$ cat config.mk
export PLATFORM = sky130hd
export DESIGN_NAME = nc_status_flag_logic
export DESIGN_NICKNAME = d
export VERILOG_FILES = /design/src/shared/nc_status_pkg.sv /design/src/axis_init_flags.sv /design/src/nc_status_flag_logic.sv
export SDC_FILE = /design/constraint.sdc
export NUM_CORES = 1
export LEC_CHECK = 0
export ABC_AREA = 1
export BUFFER_PORTS_ARGS = -buffer_cell sky130_fd_sc_hd__buf_4
export CAP_MARGIN = 10
export CORE_ASPECT_RATIO = 1.2
export CORE_MARGIN = 2
export CORE_UTILIZATION = 41
export DETAILED_ROUTE_END_ITERATION = 8
export PLACE_DENSITY = 0.78
export SLEW_MARGIN = 20
export SYNTH_ARGS = -nofsm -noshare
export SYNTH_HDL_FRONTEND = slang
export SYNTH_SLANG_ARGS = --single-unit
$ cat constraint.sdc
create_clock -name ref_clk -period 0.8 [get_ports ref_clk]
set_input_delay 0.08 -clock ref_clk [delete_from_list [all_inputs] [get_ports ref_clk]]
set_output_delay 0.08 -clock ref_clk [all_outputs]
set_load 0.01 [all_outputs]
$ cat src/shared/nc_status_pkg.sv
package nc_status_pkg;
    localparam int AXIS_COUNT = 8;
    localparam int SYSTEM_COUNT = 2;
    localparam logic [3:0] INIT_TYPE_MARKED = 4'h2;
    localparam logic [7:0] POLY_AXIS_SPINDLE = 8'h00;
    localparam int ALARM_SOURCE_COUNT = 6;
    localparam int SYNC_STAGES = 3;
    localparam logic FLAG_RESET = 1'b0;
endpackage

$ cat src/axis_init_flags.sv
`timescale 1ns/1ps
`default_nettype none
module axis_init_flags
    import nc_status_pkg::*;
(
    input wire logic ref_clk,
    input wire logic reset_n,
    input wire logic initTypeMarked,
    input wire logic axisInitModeSelect,
    input wire logic axisInitStart,
    input wire logic coordEstablished,
    input wire logic initImpossible,
    input wire logic gridPassed,
    input wire logic gridCheckRequired,
    input wire logic emergencyStop,
    input wire logic ncReset,
    input wire logic powerOn,
    output logic axisInitDone,
    output logic axisInitError
);
    logic startPrev_reg;
    logic modeFirst_reg;
    logic startRise;
    logic errorValid;

    assign startRise = axisInitStart && !startPrev_reg;

    always_ff @(posedge ref_clk or negedge reset_n)
    begin
        if (!reset_n)
            startPrev_reg <= FLAG_RESET;
        else
            startPrev_reg <= axisInitStart;
    end

    // mode must be seen before start rises
    always_ff @(posedge ref_clk or negedge reset_n)
    begin
        if (!reset_n)
            modeFirst_reg <= FLAG_RESET;
        else if (!axisInitStart)
            modeFirst_reg <= axisInitModeSelect;
        else if (!axisInitModeSelect)
            modeFirst_reg <= 1'b0;
    end

    assign errorValid = !emergencyStop && !ncReset // [RL4]
        && modeFirst_reg && axisInitModeSelect // [RL5]
        && (gridPassed || !gridCheckRequired); // [RL6]

    always_ff @(posedge ref_clk or negedge reset_n)
    begin
        if (!reset_n)
            axisInitDone <= FLAG_RESET; // [RL15]
        else if (powerOn || startRise)
            axisInitDone <= 1'b0; // [RL2]
        else if (initTypeMarked && coordEstablished && axisInitModeSelect)
            axisInitDone <= 1'b1; // [RL1]
    end

    always_ff @(posedge ref_clk or negedge reset_n)
    begin
        if (!reset_n)
            axisInitError <= FLAG_RESET;
        else if (!errorValid || powerOn)
            axisInitError <= 1'b0; // [RL4] [RL5] [RL6]
        else if (startRise)
            axisInitError <= initImpossible; // [RL3]
    end
endmodule
`default_nettype wire

$ cat src/nc_status_flag_logic.sv
// Contract
// RL1: an axis done flag rises when its coordinate system is established, only for init type 2; the logic also requires axisInitModeSelect high.
// RL2: an axis done flag clears when that axis is initialized again or power is reapplied.
// RL3: on a start rising edge the axis error flag sets if initialization is impossible.
// RL4: the error flag is invalid during emergency stop and during reset.
// RL5: mode must precede start; start before mode makes the error flag invalid.
// RL6: the error flag is invalid when no grid was passed and the detector needs one.
// RL7: polygon axis parameter nonzero picks spindle-NC polygon, zero picks spindle-spindle.
// RL8: the spindle-NC polygon flag sets on polygon start and holds through the mode.
// RL9: the spindle-NC polygon flag clears on cancel or reset and stays clear otherwise.
// RL10: the alarm flag is on only while enable bit is set and some listed alarm exists.
// RL11: the alarm flag ORs interlock, override zero, feed zero, two block interlocks, polygon.
// RL12: the spindle-spindle flag sets on polygon start while spindle-spindle is selected.
// RL13: the spindle-spindle flag clears on cancel, sync cancel, emergency stop or reset.
// RL14: eight axes of init flags and a full flag set for each of two systems.
// RL15: all flags update on the clock and clear on system reset.
`timescale 1ns/1ps
`default_nettype none
module nc_status_flag_logic
    import nc_status_pkg::*;
#(
    parameter int AXES = AXIS_COUNT,
    parameter int SYSTEMS = SYSTEM_COUNT
)
(
    input wire logic ref_clk,
    input wire logic reset_n,
    input wire logic [3:0] initType,
    input wire logic powerOn,
    input wire logic [SYSTEMS*AXES-1:0] axisInitModeSelect,
    input wire logic [SYSTEMS*AXES-1:0] axisInitStart,
    input wire logic [SYSTEMS*AXES-1:0] coordEstablished,
    input wire logic [SYSTEMS*AXES-1:0] initImpossible,
    input wire logic [SYSTEMS*AXES-1:0] gridPassed,
    input wire logic [SYSTEMS*AXES-1:0] gridCheckRequired,
    input wire logic [SYSTEMS-1:0] emergencyStop,
    input wire logic [SYSTEMS-1:0] ncReset,
    input wire logic [SYSTEMS*8-1:0] polygonAxis,
    input wire logic [SYSTEMS-1:0] polygonStart,
    input wire logic [SYSTEMS-1:0] polygonCancel,
    input wire logic [SYSTEMS-1:0] spindleSyncCancel,
    input wire logic [SYSTEMS-1:0] alarmOutputEnableBit,
    input wire logic [SYSTEMS*ALARM_SOURCE_COUNT-1:0] alarmSources,
    output logic [SYSTEMS*AXES-1:0] axisInitDone,
    output logic [SYSTEMS*AXES-1:0] axisInitError,
    output logic [SYSTEMS-1:0] polygonNcAxisMode,
    output logic [SYSTEMS-1:0] polygonSpindleMode,
    output logic [SYSTEMS-1:0] operationAlarmFlag
);
    logic initTypeMarked;
    assign initTypeMarked = (initType == INIT_TYPE_MARKED);

    ////////////////////////////////////////////////////////////////////////////////
    genvar s, a;
    generate
        for (s = 0; s < SYSTEMS; s++)
        begin : g_sys
            logic ncAxisSelected;
            logic alarmAny;
            assign ncAxisSelected = (polygonAxis[s*8 +: 8] != POLY_AXIS_SPINDLE); // [RL7]
            assign alarmAny = |alarmSources[s*ALARM_SOURCE_COUNT +: ALARM_SOURCE_COUNT]; // [RL11]

            for (a = 0; a < AXES; a++)
            begin : g_axis
                axis_init_flags u_axis ( // [RL14]
                    .ref_clk(ref_clk),
                    .reset_n(reset_n),
                    .initTypeMarked(initTypeMarked),
                    .axisInitModeSelect(axisInitModeSelect[s*AXES+a]),
                    .axisInitStart(axisInitStart[s*AXES+a]),
                    .coordEstablished(coordEstablished[s*AXES+a]),
                    .initImpossible(initImpossible[s*AXES+a]),
                    .gridPassed(gridPassed[s*AXES+a]),
                    .gridCheckRequired(gridCheckRequired[s*AXES+a]),
                    .emergencyStop(emergencyStop[s]),
                    .ncReset(ncReset[s]),
                    .powerOn(powerOn),
                    .axisInitDone(axisInitDone[s*AXES+a]),
                    .axisInitError(axisInitError[s*AXES+a])
                );
            end

            always_ff @(posedge ref_clk or negedge reset_n)
            begin
                if (!reset_n)
                    polygonNcAxisMode[s] <= FLAG_RESET; // [RL15]
                else if (polygonCancel[s] || ncReset[s] || !ncAxisSelected)
                    polygonNcAxisMode[s] <= 1'b0; // [RL9]
                else if (polygonStart[s])
                    polygonNcAxisMode[s] <= 1'b1; // [RL8]
            end

            always_ff @(posedge ref_clk or negedge reset_n)
            begin
                if (!reset_n)
                    polygonSpindleMode[s] <= FLAG_RESET;
                else if (polygonCancel[s] || spindleSyncCancel[s] || emergencyStop[s]
                    || ncReset[s] || ncAxisSelected)
                    polygonSpindleMode[s] <= 1'b0; // [RL13]
                else if (polygonStart[s])
                    polygonSpindleMode[s] <= 1'b1; // [RL12]
            end

            always_ff @(posedge ref_clk or negedge reset_n)
            begin
                if (!reset_n)
                    operationAlarmFlag[s] <= FLAG_RESET;
                else
                    operationAlarmFlag[s] <= alarmOutputEnableBit[s] && alarmAny; // [RL10]
            end
        end
    endgenerate
endmodule
`default_nettype wire

======== Word level (Yosys, flattened, before mapping) ========
Cells that the tools add are included.
storage, ports and cells
  input port bits ......................... 143
  register bits ........................... 70
  output and inout port bits .............. 38
  logic and storage cells ................. 443
cells by class
  reduce and logical (&&, ||, !) cells .... 254
  eq/ne operators ......................... 17
  muxes and demuxes ....................... 102
operators by type and width
  kind                                            count
  2-to-1 mux 1 bit                                102
  logical AND 1 bit                               100
  nonzero test 2 bit                              36
  logical OR 1 bit                                60
  logical NOT 1 bit                               54
  inequality test 2 bit (second input constant)   16
  nonzero test 8 bit                              2
  OR reduction 6 bit                              2
  == test 4 x 2 -> 1 bit (second input constant)  1

======== Longest topological paths before layout ========
  depth in word-level cells ............... 8
  gate-level depth with buffers ........... 6
  depth with buffers taken out ............ 5

======== By module ========
A second synthesis with hierarchy kept.
unflattened totals
  cells, all modules ...................... 467
  area total of the unflattened synthesis .. 3440.8 µm²
by module, submodules not included
  module                area each (µm²)  instances  sequential area each (µm²)  cells an instance
  axis_init_flags       190.2            16         100.1                       25
  nc_status_flag_logic  397.9            1          150.1                       67

======== Worst setup path after synthesis ========
Ideal clock, no wire load.
  path type ............................... reg-to-reg
  start ................................... reg g_sys[0].g_axis[0].u_axis.startPrev_reg
  end ..................................... reg g_sys[0].g_axis[0].u_axis.axisInitError
  arrival ................................. 0.614 ns
  cell stages (with the launch flop) ...... 5
  data required time ...................... 0.680 ns
  clock period less this slack ............ 0.734 ns
  buffers on the path ..................... 0
  slack ................................... 0.066 ns
  library setup time ...................... 0.120 ns
  path through ............................ dfrtp_1 -> inv_1 -> nand2_1 -> o21ai_0 -> nor2_1
on the way
  word-level cells in the longest chain between the ends .. 3
ends and longest elaborated chain
  item                          RTL line               source
  from (decl)                   axis_init_flags.sv:21  logic startPrev_reg;
  from (signal assigned)        axis_init_flags.sv:33  startPrev_reg <= axisInitStart;
  logical NOT 1 bit             axis_init_flags.sv:26  assign startRise = axisInitStart && !startPrev_reg;
  logical AND 1 bit             axis_init_flags.sv:26
  nonzero test 2 bit (no line)  -
  to (signal assigned)          axis_init_flags.sv:68  axisInitError <= initImpossible;
  to (decl)                     axis_init_flags.sv:19  output logic axisInitError
Every way passes these cells.
A chain may end at the register's enable or synchronous reset.

======== Worst setup path in the final report ========
  start ................................... reg g_sys[1].g_axis[5].u_axis.axisInitDone
  end ..................................... out axisInitDone[13]
RTL lines
  item                    RTL line                    source
  from (decl)             axis_init_flags.sv:18       output logic axisInitDone,
  from (signal assigned)  axis_init_flags.sv:54       axisInitDone <= FLAG_RESET;
  from (signal assigned)  axis_init_flags.sv:56       axisInitDone <= 1'b0;
  from (signal assigned)  axis_init_flags.sv:58       axisInitDone <= 1'b1;
  to (decl)               nc_status_flag_logic.sv:44  output logic [SYSTEMS*AXES-1:0] axisInitDone,
No word-level cell between the ends.

==> impl_summary.md <==
Yosys
The Yosys step of the flow raised 0 warnings. The share of the synthesized area in the top cell type is 0.4954. Sorting the synthesized cells by area gives the leading types as dfrtp_1 (50%), inv_1 (11%), nand2_1 (11%). The number of standard cells after synthesis is between 400 and 500. The synthesized net count is a little over 600. For this run, the register share of the synthesized area comes to 0.4954. After synthesis the cells add up to 3536 µm². The synthesis-stage register bit count is 70.

The mean cell area of the mapped netlist is around 7.7 µm². Of all cell types, the one taking the most synthesized area is dfrtp_1. The number of distinct library cells after synthesis is 14.

Critical path
The kind of start point of the critical path is a flop. The highest fanout seen on the critical path is 2. Among all stages on the critical path, the largest delay is contributed by dfrtp_1. The worst setup path is captured at a primary output. On the worst path, the slowest cell contributes a delay of around 0.41 ns. The worst endpoint required time is 0.72 ns.

Traced cell by cell, the critical path runs through buf_6. By startpoint and endpoint, the worst setup path is classified as reg -> out. At the worst endpoint, the arrival time is 0.88 ns. The critical path's top delay family is flip-flops.

The count of buffer and inverter cells on the critical path is 1.

Die
The vertical extent of the die is 105.7 µm. The initial utilization of the core area, before any placement, comes to 0.4174. In this run the horizontal extent of the chip is ~90 µm. The area enclosed by the die boundary is roughly 9400 µm².

The initialized floorplan defines 37 standard-cell rows. The number of I/O pins is between 150 and 200. In this run the standard cell core region covers ~8500 µm².

Final layout
Of the cells placed in the final design, the portion with a size suffix greater than 1 is 0.3957. The fill cell instance count of the final layout is around 600. The final net count is just over 800. The multi-input logic area is 1252 µm². 0 antenna diodes ended up in the layout. The area overhead of the layout relative to synthesis is 69.71%. The cell area after layout is around 6000 µm². The total area of sequential cells is about 1800 µm².

Route
The average via count per standard cell is between 4 and 5. The routed layout has around 3700 vias. After detailed routing, the total wire length is approximately 11000 µm.

In this run the remaining antenna-violating nets after routing total 0. The first routing iteration left between 100 and 150 violations. The detailed-route wire length per cell is approximately 14 µm. In the routed design, unresolved DRC markers number 0.

The first-pass iteration count of the detailed router is 4.

CTS
The tree built by TritonCTS fans out to 70 sinks. After clock tree synthesis, the clock-pin slew on the worst setup and hold paths is approximately 0.070 ns. Clock tree synthesis inserted a total of 9 buffers. The clock tree from TritonCTS is done.

For the worst-skew pair, the clock arrives at the later sink with an insertion delay of around 0.33 ns. No sink is reached through more buffers than the 2 on the longest clock path. The root buffer cell chosen for the clock tree is clkbuf_8. The H-tree depth is 3.

Place
The total cell area at the placement stage is between 4000 and 5000 µm². The half-perimeter wire length after placement is approximately 7000 µm. Buffers placed on the I/O ports in this run total between 150 and 200. The worst slack at placement is -0.09553 ns. The last weighted congestion value of the routability-driven placer is around 0.84.

Global routing
In the global route stage, overall resource usage came out at 0.2310. The number of antenna violations at the first check in global routing came to 0. The first-pass GRT wire length is around 17000 µm. After global routing the overflow that remains totals 0. The number of global-route vias before repair came to 3825.

Entering global routing, the biggest net connects 39 pins.

Timing
Dividing the final minimum period by the clock period gives 1.203. For the pin with the worst max-slew slack, the measured transition is between 0.3 and 0.4 ns. The tightest hold margin is 0.01051 ns. The accumulated negative setup slack is -5.556 ns. The total of endpoints with negative setup slack in the final report is 49. The final count of pins violating max slew is 0. Setup repair after global routing could not meet its margin everywhere.

The worst pin sits at a relative slew slack of 0.7372. Between clock sinks in the finished design, the worst skew comes to 0.003288 ns. The timing-limited maximum frequency is roughly 1.0 GHz.

The final-report hold violation count is 0. The smallest clock period supported by the final layout is computed as around 0.96 ns. The worst setup margin is -0.1625 ns.

Hold path
In this run the worst hold path is classified as in -> reg.

Power and ir drop
The switching portion of total power is 0.2504. The clock network power share is 0.329. The design draws around 7.9 mW. Dividing total power by cell area gives a power density of 1310 nW/µm². For this design the total switching power over the nets is a little under 2 mW. Of the total power, combinational logic draws 0.199.

The internal power contribution is 5.891 mW. VDD sags by at most between 1000 and 1500 µV. The sequential group share of total power is 0.473. The leakage component of the power is around 3.2 nW.

Run status
The run finished, with violations left. The final reports fail on setup timing.

Flow run
The reported max-cap violation count is 0.
==> cell type report <==
class,instances,share of cell area
Timing Repair Buffer,252,0.3797
Tap cell,117,0.02440
Sequential cell,70,0.2919
Clock inverter,1,0.0008340
Multi-Input combinational cell,248,0.2087
Clock buffer,13,0.02815
Inverter,106,0.06631
==> stage by stage <==
stage,utilization,cells
2_1_floorplan,-,461
3_3_place_gp,0.5755,730
3_5_place_dp,0.5755,730
4_1_cts,0.6837,806
5_1_grt,0.7083,807
6_report,0.7083,807
==> power by group through the flow <==
stage | combinational (mW) | sequential (mW) | clock [mW]
after floorplan | 0.390 | 3.76 | 0
after global placement | 1.19 | 3.76 | 0
after detailed placement | 1.22 | 3.77 | 0
after CTS | 1.45 | 3.71 | 2.64
after global routing | 1.70 | 3.72 | 2.77
final | 1.56 | 3.71 | 2.58
==> synth_stat cells <==
cell type / n
inv_1: 105
nand2_1: 104
dfrtp_1: 70
nor2_1: 56
a21oi_1: 32
buf_4: 32
o21ai_0: 23
nand3_1: 18
a21boi_0: 11
buf_6: 4
nor2_4: 2
o211ai_1: 2
buf_8: 1
inv_2: 1
==> worst register-to-register path, delay by kind of cell (launching register included) <==
kind | cells | cell delay, ns
simple gates | 2 | 0.11
flops | 1 | 0.40
compound gates | 1 | 0.10
buf+inv | 2 | 0.15
==> cells by family after synthesis <==
logic type	synth area share
compound gates	0.1054
flops	0.4954
simple gates	0.2017
buf+inv	0.1974
==> layout by cell type (no fill, tap or decap) <==
cell type	Yosys	routed
clkbuf_8	0	12
dfrtp_1	70	70
inv_2	1	15
o21ai_0	23	6
nand2_1	104	82
nand2_4	0	6
nand3_1	18	17
a21oi_1	32	20
nor2_2	0	2
inv_1	105	91
buf_4	32	148
o21ai_1	0	10
dlymetal6s4s_1	0	4
clkbuf_1	0	1
nand3_2	0	1
o211ai_1	2	2
buf_6	4	45
nand2_2	0	16
a21boi_0	11	11
o21ai_2	0	7
a21oi_2	0	12
nor2_4	2	2
nor2_1	56	54
buf_12	0	6
dlygate4sd3_1	0	49
clkinv_2	0	1
==> routing by layer <==
layer,vias up,share of wire,wire [µm],global-route usage
met5,-,0,0,0
met1,1707,0.37,4155,0.2649
met4,0,0.028,312,0.09848
met3,29,0.055,611,0.03915
met2,150,0.54,6011,0.4115
li1,1791,-,-,-
==> what timing repair did <==
item,CTS,global route
pin swaps,1,26
setup endpoints to repair,46,66
hold buffers,52,1
buffers inserted,10,9
endpoints found under the hold margin,120,1
resized for setup,50,80
==> path summary, 6_finish.rpt <==
kind | from | end | slack (ns) | cells past startpoint
max | g_sys[1].g_axis[5].u_axis.axisInitDone | axisInitDone[13] | -0.16 | 1
min | initImpossible[11] | g_sys[1].g_axis[3].u_axis.axisInitError | 0.01 | 3
max reg2reg | g_sys[0].g_axis[3].u_axis.axisInitError | g_sys[0].g_axis[3].u_axis.axisInitError | -0.07 | 5
min reg2reg | g_sys[0].g_axis[1].u_axis.modeFirst_reg | g_sys[0].g_axis[1].u_axis.modeFirst_reg | 0.48 | 2
max in group asynchronous | reset_n | g_sys[0].g_axis[7].u_axis.startPrev_reg | 0.17 | 3
min in group asynchronous | reset_n | g_sys[1].g_axis[0].u_axis.axisInitError | 0.15 | 2
Power figures use the tool's default switching activity.
